[src/core/irq_port_pkg.sv]
package irq_port_pkg;

   // Register byte addresses on the bus (index times four)
   localparam logic [7:0]  IDX_CTRL_BANK0 = 8'h0b;
   localparam logic [7:0]  IDX_CTRL_BANK1 = 8'h8b;
   localparam logic [11:0] ADDR_CTRL0     = {2'b00, IDX_CTRL_BANK0, 2'b00};
   localparam logic [11:0] ADDR_CTRL1     = {2'b00, IDX_CTRL_BANK1, 2'b00};
   localparam logic [11:0] ADDR_PORT      = 12'h400;
   localparam logic [11:0] ADDR_RMW       = 12'h404;
   localparam logic [11:0] ADDR_LATCH     = 12'h408;
   localparam logic [11:0] ADDR_TIMER     = 12'h40c;
   localparam logic [11:0] ADDR_RETURN    = 12'h410;
   localparam logic [11:0] ADDR_EVT_STAT  = 12'h414;
   localparam logic [11:0] ADDR_EVT_MASK  = 12'h418;

   // Bit positions in the interrupt control register
   localparam int BIT_GIE  = 7;
   localparam int BIT_PERIPHERAL_IRQ_ENABLE = 6;
   localparam int BIT_TIE  = 5;
   localparam int BIT_EIE  = 4;
   localparam int BIT_PCIE = 3;
   localparam int BIT_TF   = 2;
   localparam int BIT_EF   = 1;
   localparam int BIT_PCF  = 0;

   // Reset values and the timer maximum
   localparam logic [7:0] CTRL_RESET  = 8'h00;
   localparam logic [7:0] LATCH_RESET = 8'h00;
   localparam logic [7:0] TIMER_RESET = 8'h00;
   localparam logic [7:0] TIMER_MAX   = 8'hff;
   localparam logic [2:0] EVT_RESET   = 3'h0;

   // Read-modify-write operations, carried in the write data
   typedef enum logic [1:0]
   {
      RMW_WRITE = 2'h0,
      RMW_CLEAR = 2'h1,
      RMW_SET   = 2'h2
   } rmw_op_t;

   // Pins seen by the block after synchronisation
   typedef struct packed
   {
      logic       ext_pin;
      logic [7:0] port_pins;
   } pins_t;

   // Edge detector states
   typedef enum logic [1:0]
   {
      EDGE_ARM  = 2'b01,
      EDGE_SEEN = 2'b10
   } edge_state_t;

endpackage

[src/core/pin_sync.sv]
`timescale 1ns/1ps

// Two-stage synchroniser for asynchronous pin levels
module pin_sync
   import irq_port_pkg::*;
#(
   parameter int WIDTH = 9
)
(
   // Clock and reset
   input  wire logic             hclk,
   input  wire logic             hresetn,
   // Pins
   input  wire logic [WIDTH-1:0] async_in,
   output logic      [WIDTH-1:0] sync_out
);

   logic [WIDTH-1:0] meta_r;

   // First stage feeds only the second stage
   always_ff @(posedge hclk or negedge hresetn)
   begin
      if (!hresetn)
      begin
         meta_r   <= '0;
         sync_out <= '0;
      end
      else
      begin
         meta_r   <= async_in;
         sync_out <= meta_r;
      end
   end

endmodule

[src/core/irq_port_ctrl.sv]
// The AHB-Lite slave port was left to the implementer.
`timescale 1ns/1ps

// What this block does
// - Each flag sets on its event whatever the enables and the global enable hold.
// - The interrupt control register is fully readable and writable with flags and enables.
// - The interrupt control register answers at two addresses that share one storage.
// - A change on any of the four upper port pins sets the port change flag until software clears it.
// - The external pin event sets its flag, which stays until software writes zero.
// - The timer overflow enable passes or masks the timer overflow interrupt.
// - The external pin enable passes or blocks the external pin interrupt.
// - Bit 3 is the port change enable and, together with the peripheral enable in bit 6, lets the port change flag interrupt.
// - A port read returns the pin levels, not the latch.
// - A port write stores the value into the output latch.
// - A bit set or clear reads the pins, modifies the value and writes it to the latch.
// - Port writes land at the end of the cycle while reads sample pins at its start.
// - The timer overflow flag sets when the count wraps from its maximum to zero.
// - Reset clears the global interrupt enable.
// - The return-from-interrupt operation sets the global interrupt enable.
module irq_port_ctrl
   import irq_port_pkg::*;
(
   // Clock and reset
   input  wire logic        hclk,
   input  wire logic        hresetn,
   // AHB-Lite slave
   input  wire logic        hsel,
   input  wire logic [11:0] haddr,
   input  wire logic [1:0]  htrans,
   input  wire logic        hwrite,
   input  wire logic [2:0]  hsize,
   input  wire logic        hready,
   input  wire logic [31:0] hwdata,
   output logic      [31:0] hrdata,
   output logic             hreadyout,
   output logic             hresp,
   // Pins and events
   input  wire logic [7:0]  port_pins,
   input  wire logic        external_interrupt_pin,
   input  wire logic        timer_tick,
   output logic      [7:0]  port_latch,
   output logic             core_irq,
   output logic             irq
);

   // All state of the block
   typedef struct packed
   {
      logic        dphase;
      logic        dwrite;
      logic [11:0] daddr;
      logic [7:0]  ctrl;
      logic [7:0]  latch;
      logic [7:0]  timer;
      logic [3:0]  upper_prev;
      edge_state_t ext_state;
      logic [2:0]  evt_stat;
      logic [2:0]  evt_mask;
      logic [31:0] rdata;
      logic        core_irq;
      logic        irq;
   } state_t;

   state_t st_r;
   state_t st_nxt;
   pins_t  pins_s;

   // Pins cross into hclk before any logic sees them
   pin_sync #(.WIDTH(9)) u_sync
   (
      .hclk     (hclk),
      .hresetn  (hresetn),
      .async_in ({external_interrupt_pin, port_pins}),
      .sync_out (pins_s)
   );

   // Both bank addresses decode to the same storage
   function automatic logic is_ctrl(input logic [11:0] a);
      return (a == ADDR_CTRL0) || (a == ADDR_CTRL1);
   endfunction

   logic        addr_ok;
   logic        take;
   logic        wr_ctrl;
   logic [7:0]  wd8;
   logic        tick_wrap;
   logic        pc_evt;
   logic        ext_evt;
   logic [7:0]  rmw_val;
   logic [7:0]  nc;
   logic        req;
   logic [2:0]  raw_evt;

   always_comb
   begin
      addr_ok = 1'b0;
      rmw_val = 8'h00;
      nc      = 8'h00;
      req     = 1'b0;
      st_nxt  = st_r;
      take    = hsel && hready && htrans[1];
      wd8     = hwdata[7:0];

      // Address phase capture, data phase one cycle later
      st_nxt.dphase = take;
      st_nxt.dwrite = take && hwrite;
      st_nxt.daddr  = haddr;
      wr_ctrl = st_r.dphase && st_r.dwrite && is_ctrl(st_r.daddr);

      // Events
      tick_wrap = timer_tick && (st_r.timer == TIMER_MAX);
      pc_evt    = pins_s.port_pins[7:4] != st_r.upper_prev;
      ext_evt   = pins_s.ext_pin && (st_r.ext_state == EDGE_ARM);
      st_nxt.upper_prev = pins_s.port_pins[7:4];
      st_nxt.ext_state  = pins_s.ext_pin ? EDGE_SEEN : EDGE_ARM;
      if (timer_tick)
      begin
         st_nxt.timer = st_r.timer + 8'h01;
      end

      // Software write of the control register, then hardware sets win
      nc = st_r.ctrl;
      if (wr_ctrl)
      begin
         nc = wd8;
      end
      if (st_r.dphase && st_r.dwrite && st_r.daddr == ADDR_RETURN)
      begin
         nc[BIT_GIE] = 1'b1;
      end
      nc[BIT_TF]  = nc[BIT_TF]  | tick_wrap;
      nc[BIT_EF]  = nc[BIT_EF]  | ext_evt;
      nc[BIT_PCF] = nc[BIT_PCF] | pc_evt;
      st_nxt.ctrl = nc;

      // Port latch updates at the end of the write data phase
      if (st_r.dphase && st_r.dwrite)
      begin
         unique case (st_r.daddr)
            ADDR_PORT:  st_nxt.latch = wd8;
            ADDR_LATCH: st_nxt.latch = wd8;
            ADDR_TIMER: st_nxt.timer = wd8;
            ADDR_RMW:
            begin
               // Modify the pin levels, not the latch
               rmw_val = pins_s.port_pins;
               unique case (rmw_op_t'(hwdata[9:8]))
                  RMW_CLEAR: rmw_val[hwdata[2:0]] = 1'b0;
                  RMW_SET:   rmw_val[hwdata[2:0]] = 1'b1;
                  default:   rmw_val = wd8;
               endcase
               st_nxt.latch = rmw_val;
            end
            ADDR_EVT_MASK: st_nxt.evt_mask = wd8[2:0];
            default: ;
         endcase
      end

      // Sticky event status, write one to clear, set wins
      raw_evt = {tick_wrap, ext_evt, pc_evt};
      if (st_r.dphase && st_r.dwrite && st_r.daddr == ADDR_EVT_STAT)
      begin
         st_nxt.evt_stat = st_r.evt_stat & ~wd8[2:0];
      end
      st_nxt.evt_stat = st_nxt.evt_stat | raw_evt;

      // Read data prepared in the address phase; pins sampled at cycle start
      addr_ok = 1'b1;
      unique case (haddr)
         ADDR_CTRL0, ADDR_CTRL1: st_nxt.rdata = {24'h000000, nc};
         ADDR_PORT:     st_nxt.rdata = {24'h000000, pins_s.port_pins};
         ADDR_RMW:      st_nxt.rdata = {24'h000000, pins_s.port_pins};
         ADDR_LATCH:    st_nxt.rdata = {24'h000000, st_nxt.latch};
         ADDR_TIMER:    st_nxt.rdata = {24'h000000, st_nxt.timer};
         ADDR_EVT_STAT: st_nxt.rdata = {29'h0, st_nxt.evt_stat};
         ADDR_EVT_MASK: st_nxt.rdata = {29'h0, st_nxt.evt_mask};
         default:
         begin
            addr_ok      = 1'b0;
            st_nxt.rdata = 32'h00000000;
         end
      endcase
      if (!take || hwrite)
      begin
         st_nxt.rdata = 32'h00000000;
      end

      // Core request: peripheral source is gated by its own enable too
      req = (st_r.ctrl[BIT_TIE]  && st_r.ctrl[BIT_TF])
         || (st_r.ctrl[BIT_EIE]  && st_r.ctrl[BIT_EF])
         || (st_r.ctrl[BIT_PERIPHERAL_IRQ_ENABLE] && st_r.ctrl[BIT_PCIE] && st_r.ctrl[BIT_PCF]);
      st_nxt.core_irq = req && st_r.ctrl[BIT_GIE];
      st_nxt.irq      = |(st_nxt.evt_stat & st_nxt.evt_mask);
   end

   // One register bank for the whole state
   always_ff @(posedge hclk or negedge hresetn)
   begin
      if (!hresetn)
      begin
         st_r.dphase     <= 1'b0;
         st_r.dwrite     <= 1'b0;
         st_r.daddr      <= 12'h000;
         st_r.ctrl       <= CTRL_RESET;
         st_r.latch      <= LATCH_RESET;
         st_r.timer      <= TIMER_RESET;
         st_r.upper_prev <= 4'h0;
         st_r.ext_state  <= EDGE_ARM;
         st_r.evt_stat   <= EVT_RESET;
         st_r.evt_mask   <= EVT_RESET;
         st_r.rdata      <= 32'h00000000;
         st_r.core_irq   <= 1'b0;
         st_r.irq        <= 1'b0;
      end
      else
      begin
         st_r <= st_nxt;
      end
   end

   assign hrdata     = st_r.rdata;
   assign hreadyout  = 1'b1;
   assign hresp      = 1'b0;
   assign port_latch = st_r.latch;
   assign core_irq   = st_r.core_irq;
   assign irq        = st_r.irq;

   logic unused_ok;
   assign unused_ok = addr_ok ^ (|hsize);

   // Flag stays set until software writes it to zero
   property p_ext_hold;
      @(posedge hclk) disable iff (!hresetn)
      (st_r.ctrl[BIT_EF] && !wr_ctrl) |=> st_r.ctrl[BIT_EF];
   endproperty
   a_ext_hold: assert property (p_ext_hold) else $error("ext flag lost");

   property p_wrap;
      @(posedge hclk) disable iff (!hresetn)
      (timer_tick && st_r.timer == TIMER_MAX && !(st_r.dphase && st_r.dwrite && st_r.daddr == ADDR_TIMER))
         |=> (st_r.ctrl[BIT_TF] && st_r.timer == 8'h00);
   endproperty
   a_wrap: assert property (p_wrap) else $error("wrap did not flag");

   property p_pc_set;
      @(posedge hclk) disable iff (!hresetn)
      (pins_s.port_pins[7:4] != st_r.upper_prev) |=> st_r.ctrl[BIT_PCF];
   endproperty
   a_pc_set: assert property (p_pc_set) else $error("port change missed");

   property p_flag_no_enable;
      @(posedge hclk) disable iff (!hresetn)
      (ext_evt && !st_r.ctrl[BIT_GIE]) |=> st_r.ctrl[BIT_EF];
   endproperty
   a_flag_no_enable: assert property (p_flag_no_enable) else $error("flag gated");

   property p_tmask;
      @(posedge hclk) disable iff (!hresetn)
      (!st_r.ctrl[BIT_TIE] && !st_r.ctrl[BIT_EF] && !st_r.ctrl[BIT_PCF]) |=> !core_irq;
   endproperty
   a_tmask: assert property (p_tmask) else $error("masked timer irq");

   property p_eirq;
      @(posedge hclk) disable iff (!hresetn)
      (st_r.ctrl[BIT_GIE] && st_r.ctrl[BIT_EIE] && st_r.ctrl[BIT_EF]) |=> core_irq;
   endproperty
   a_eirq: assert property (p_eirq) else $error("ext irq missing");

   property p_pcirq;
      @(posedge hclk) disable iff (!hresetn)
      (st_r.ctrl[BIT_GIE] && st_r.ctrl[BIT_PERIPHERAL_IRQ_ENABLE] && st_r.ctrl[BIT_PCIE] && st_r.ctrl[BIT_PCF]) |=> core_irq;
   endproperty
   a_pcirq: assert property (p_pcirq) else $error("port change irq missing");

   property p_gie;
      @(posedge hclk) disable iff (!hresetn)
      !st_r.ctrl[BIT_GIE] |=> !core_irq;
   endproperty
   a_gie: assert property (p_gie) else $error("irq without global enable");

   property p_port_wr;
      @(posedge hclk) disable iff (!hresetn)
      (st_r.dphase && st_r.dwrite && st_r.daddr == ADDR_PORT) |=> port_latch == $past(hwdata[7:0]);
   endproperty
   a_port_wr: assert property (p_port_wr) else $error("latch not written");

   property p_ret;
      @(posedge hclk) disable iff (!hresetn)
      (st_r.dphase && st_r.dwrite && st_r.daddr == ADDR_RETURN) |=> st_r.ctrl[BIT_GIE];
   endproperty
   a_ret: assert property (p_ret) else $error("return did not enable");

   // Flags hold until software writes the register
   property p_pcf_hold;
      @(posedge hclk) disable iff (!hresetn)
      (st_r.ctrl[BIT_PCF] && !wr_ctrl) |=> st_r.ctrl[BIT_PCF];
   endproperty
   a_pcf_hold: assert property (p_pcf_hold) else $error("port change flag lost");

   property p_tf_hold;
      @(posedge hclk) disable iff (!hresetn)
      (st_r.ctrl[BIT_TF] && !wr_ctrl) |=> st_r.ctrl[BIT_TF];
   endproperty
   a_tf_hold: assert property (p_tf_hold) else $error("timer flag lost");

   // Nothing but a wrap or software sets the timer flag
   property p_tf_only;
      @(posedge hclk) disable iff (!hresetn)
      (!st_r.ctrl[BIT_TF] && !tick_wrap && !wr_ctrl) |=> !st_r.ctrl[BIT_TF];
   endproperty
   a_tf_only: assert property (p_tf_only) else $error("timer flag without wrap");

   property p_evt_set;
      @(posedge hclk) disable iff (!hresetn)
      raw_evt[2] |=> st_r.evt_stat[2];
   endproperty
   a_evt_set: assert property (p_evt_set) else $error("wrap status missed");

   property p_tie_on;
      @(posedge hclk) disable iff (!hresetn)
      (st_r.ctrl[BIT_GIE] && st_r.ctrl[BIT_TIE] && st_r.ctrl[BIT_TF]) |=> core_irq;
   endproperty
   a_tie_on: assert property (p_tie_on) else $error("timer irq missing");

   // Enable bits follow a write through either bank address
   property p_alias;
      @(posedge hclk) disable iff (!hresetn)
      wr_ctrl |=> st_r.ctrl[7:3] == $past(hwdata[7:3]);
   endproperty
   a_alias: assert property (p_alias) else $error("control write lost");

   property p_port_rd;
      @(posedge hclk) disable iff (!hresetn)
      (take && !hwrite && haddr == ADDR_PORT) |=> hrdata == {24'h000000, $past(pins_s.port_pins)};
   endproperty
   a_port_rd: assert property (p_port_rd) else $error("port read not pins");

   property p_rmw_set;
      @(posedge hclk) disable iff (!hresetn)
      (st_r.dphase && st_r.dwrite && st_r.daddr == ADDR_RMW && hwdata[9:8] == RMW_SET)
         |=> port_latch == ($past(pins_s.port_pins) | (8'h01 << $past(hwdata[2:0])));
   endproperty
   a_rmw_set: assert property (p_rmw_set) else $error("bit set not from pins");

   // No disable here: it watches the release itself
   property p_gie_reset;
      @(posedge hclk)
      $rose(hresetn) |-> !st_r.ctrl[BIT_GIE];
   endproperty
   a_gie_reset: assert property (p_gie_reset) else $error("global enable after reset");

endmodule

[config.mk]
export PLATFORM = sky130hd
export DESIGN_NAME = irq_port_ctrl
export DESIGN_NICKNAME = d
export VERILOG_FILES = /design/src/core/irq_port_pkg.sv /design/src/core/pin_sync.sv /design/src/core/irq_port_ctrl.sv
export SDC_FILE = /design/constraint.sdc
export NUM_CORES = 1
export LEC_CHECK = 0
export BUFFER_PORTS_ARGS = -buffer_cell sky130_fd_sc_hd__clkbuf_2
export CAP_MARGIN = 20
export CORE_ASPECT_RATIO = 1.5
export CORE_MARGIN = 2
export CORE_UTILIZATION = 40
export CTS_CLUSTER_SIZE = 40
export DETAILED_ROUTE_END_ITERATION = 7
export PLACE_DENSITY = 0.68
export SETUP_SLACK_MARGIN = 0.5
export SLEW_MARGIN = 20
export SYNTH_ARGS = -nofsm -noshare
export SYNTH_HDL_FRONTEND = slang
export SYNTH_HIERARCHICAL = 1
export SYNTH_SLANG_ARGS = --single-unit
[constraint.sdc]
create_clock -name hclk -period 2.9 [get_ports hclk]
set_clock_uncertainty 0.2 [all_clocks]
set_input_delay 0.29 -clock hclk [delete_from_list [all_inputs] [get_ports hclk]]
set_output_delay 0.29 -clock hclk [all_outputs]
set_load 0.05 [all_outputs]
# Word level (Yosys, flattened, before mapping)
# Index checks and enable logic that the tools add are counted.
# word_totals
regBits	102
latch_bits	0
ram_bits	0
rom_bits	0
inputBits	64
output_inout_bits	44
mem_count	0
# classes
add_sub_neg	1
n_mul	0
div_mod_pow	0
order_cmp	2
eq_ne	22
shifts	0
n_mux	15
n_bitwise	10
n_reduce_logical	24
# op_table
operator	count
$eq 12x11->1 const B	13
$pmux 8 s6	1
$mux 32	1
$pmux 8 s2	2
$eq 12x10->1 const B	2
$eq 12x6->1 const B	2
$mux 8	3
$mux 16	1
$logic_and 1x1->1	15
$mux 3	3
$add 8x1->8 const B	1
$and 8x8->8	1
$eq 8x8->1 const B	1
$not 8->8	1
$or 8x8->8	1
$and 3x3->3	2
$reduce_or 2->1	3
$eq 2x1->1 const B	2
$logic_or 1x1->1	4
$lt 3x4->1 const B	1
$ne 4x4->1	1
$demux 1 s3	1
$ge 3x1->1 const B	1
$not 3->3	1
other kinds (7)	10

# Depth between registers and ports, before layout
# logic_depth
word_depth	11
mapped_depth	9
ltp_nobuf	8

# By module
# The synthesis kept the hierarchy.
# by_module_without_submodules
mod	n_inst	cells_per_inst	area_each_um2	seq_area_each_um2
irq_port_ctrl	1	340	3409.5	1502.7
pin_sync	1	18	450.4	450.4

# Least setup slack after synthesis
# Ideal clock, no wire load.
# synth_timing
path_type	reg-to-reg
from	register st_r[77] (netlist name)
to	register st_r, in the netlist hrdata[6]
setup_ns	0.146
arrival_time_ns	1.829
path_slack_ns	0.725
path_stages_with_launch	7
path_buffers	1
period_less_slack_ns	2.175
cell_sequence	dfrtp_1 nor4_4 and4_1 buf_6 mux2_2 a222oi_1 a21oi_1
# synth_rtl
element	line	rtl
start, declared	irq_port_ctrl.sv:64	state_t st_r;
start signal, assigned	irq_port_ctrl.sv:217	st_r <= st_nxt;

==> run summary <==
Post-route worst setup slack -> 0.421 ns
CP startpoint kind -> register
Antenna violations before repair -> 0
Share of layout cells above drive strength 1 -> 0.265
Slew Limit Fails -> 0
Core area -> 9310 um2
Cell Int Power -> 2.14 mW
PwrDens -> 643 nW/um2
CP peak stage delay -> 0.40 ns
Hold Vio Cnt, Final -> 0
Hold slack final -> 0.0527 ns
Max-cap violation count -> 0
Crit Path Class -> register to register
Switching part of the total -> 0.287
Ys flop type -> dfrtp_1
Hold_sp -> hready
Net switching power -> 0.858 mW
Tcrit/Tclk final -> 0.855
Peak VDD IR -> 0.317 mV
Die area -> 10,500 um2
Post-synth top cells -> dfrtp_1, buf_4, nand2_1, a21oi_1, inv_1
Clock period minus worst slack -> 2.48 ns
Post-layout nets -> 492
Port Buffers -> 55
Rows -> 43
DRC Markers -> 0
Crit path from -> st_r[77]
WL/cell -> 16.5 um
Ys async rst share -> 1.00
CTS HTree Levels -> 3
Highest clock rate -> 0.403 GHz
Die H -> 124 um
Global Route Usage Sum -> 0.181
Sequential-to-total area share from yosys stat -> 0.506
Crit-path slowest cell -> dfrtp_1
Synth area leader -> dfrtp_1
CTS tree -> built
Clk buf depth -> 2
Filler cells -> 860
Routability Congestion -> 0.878
WP buf/inv -> 1
Yosys reg bits -> 78
Synthesized area -> 3860 um2
CP Max Fanout -> 4
Grt total ovfl -> 0
Iter 0 DRT Violations -> 270
Clock Power Share -> 0.394
Cts bufs inserted -> 9
DP Worst Slack -> 0.224 ns
Post-route antenna net violation count -> 0
Post-Place Cells -> 494
Die width -> 84.2 um
Pin count of the biggest net entering global routing -> 79
Diode count -> 0
Status -> completed
Top cell family by delay on the critical path -> simple AND/OR/NAND/NOR gates
Clk slew on worst S/H paths -> 0.06 ns
# setup viols final -> 0
Worst path cell trace -> nor4_4 -> buf_4 -> nand4_1 -> nor3b_4 -> mux2i_1 -> o22a_1 -> a31oi_1
Hpwl dp -> 6190 um
Yosys top cell area share -> 0.499
Boundary Pins -> 108
Vias post-DR -> 2,850
Root buffer cell -> clkbuf_16
RSZ-0062 raised after global routing -> yes
Required @ worst endpoint -> 2.86 ns
Worst-Margin Slew -> 0.953 ns
Combinational share of power -> 0.175
Routed Wire Length -> 8920 um
Worst reg2reg startpoint -> st_r[77]
Static Leak -> 2.15 nW
Post-DR vias/cell -> 5.26
Final std cells w/o fill -> 542
First-pass GRT wire length -> 14,700 um
Slew margin rel. -> 0.364
Avg Cell Area, Syn -> 10.8 um2
P&R area growth vs syn -> 20.6%
Vias in the first global route -> 2,932
Hold crit path type -> input port to register
EDFF count, synth -> 0
Seq pwr share -> 0.431
Utilization after layout -> 0.500
WP data arrival -> 2.44 ns
CTS Sinks -> 78
CP Capture Type -> register
Top cells by area, synth -> dfrtp_1, buf_4, nand2_1
Post-Syn Instances -> 358
Starting Density -> 0.415
Yosys warns -> 6
Drt pass-1 iters -> 4
Synth unique cells -> 66
Most common cell in the synthesized netlist -> dfrtp_1
Skew-Pair Late Insertion Delay -> 0.33 ns
Setup tns final -> 0 ns
## cell usage in the layout, fill, tap and decap left out, drive strengths merged, types with 5 or more instances in the layout
master	n
dfrtp	77
clkbuf	64
nand2	32
conb	26
dlygate4sd3	23
a21oi	16
inv	15
nor2	14
buf	14
a22oi	11
xnor2	9
o21ai	9
mux2i	8
nand4	7
a31oi	7
nor4	6
nor3	5
nand3b	5
nand3	5
## layout make-up
type / instances / area, um2 / area share
Clock inverter: 6 / 86.3 / 0.0185
Clock buffer: 10 / 229 / 0.0492
Sequential cell: 78 / 1950 / 0.420
Multi-Input combinational cell: 230 / 1580 / 0.340
Timing Repair Buffer: 91 / 609 / 0.131
Inverter: 15 / 56.3 / 0.0121
Tap cell: 112 / 140 / 0.0301
## power groups by stage
stage | Combinational, mW | Clock [mW] | Sequential, mW
3_5_place_dp | 0.496 | 0 | 1.30
4_1_cts | 0.521 | 1.20 | 1.28
3_3_place_gp | 0.482 | 0 | 1.30
6_report | 0.524 | 1.18 | 1.29
5_1_grt | 0.576 | 1.26 | 1.30
2_1_floorplan | 0.418 | 0 | 1.28
## flip-flops by register name, indices dropped and copies added (netlist names)
signal           count
irq                  1
core_irq             1
u_sync/meta_r        9
st_r                42
port_latch           8
hrdata               8
u_sync/sync_out      9
## path summary, 6_finish.rpt
check,depth (start not counted),slack (ns),to
setup / recovery,7,0.42,hrdata[0]
hold / removal,2,0.05,st_r[83]
setup reg to reg,7,0.42,hrdata[0]
hold reg to reg,0,0.15,u_sync/sync_out[8]
max in group asynchronous,2,1.39,st_r[72]
min in group asynchronous,2,0.45,u_sync/meta_r[4]
## metrics by stage
stage	cell area, um2	total power, mW
after CTS	4600	3.01
after floorplan	3950	1.69
after detailed placement	4010	1.80
final	4660	2.99
after global placement	4010	1.78
after global routing	4660	3.13
## cell families (layout without fill, tap and decap cells)
group,count (synthesis),in the layout,synth area share
buf+inv,74,122,0.116
compound gates,76,76,0.146
other cells,2,26,0.00195
simple gates,101,101,0.160
xor+xnor,12,12,0.0272
fa+ha+maj,3,3,0.00973
mux,12,12,0.0324
flops,78,78,0.506
## per-layer routing
| metal | vias to the layer above | global-route usage | wire [um] |
|---|---|---|---|
| met4 | 0 | 0.106 | 354 |
| met3 | 24 | 0.0351 | 368 |
| li1 | 1336 | - | - |
| met2 | 92 | 0.322 | 4930 |
| met1 | 1398 | 0.195 | 3270 |
| met5 | - | 0 | 0 |
## repair_timing
item / in CTS / in global routing
endpoints found under the hold margin: 99 / 0
setup buffers: 5 / 4
pin swaps: 4 / 5
hold buffers: 23 / 0
endpoints found under the setup margin: 6 / 9
resized for setup: 4 / 6
Note: power is estimated with default switching activity, not from simulation.
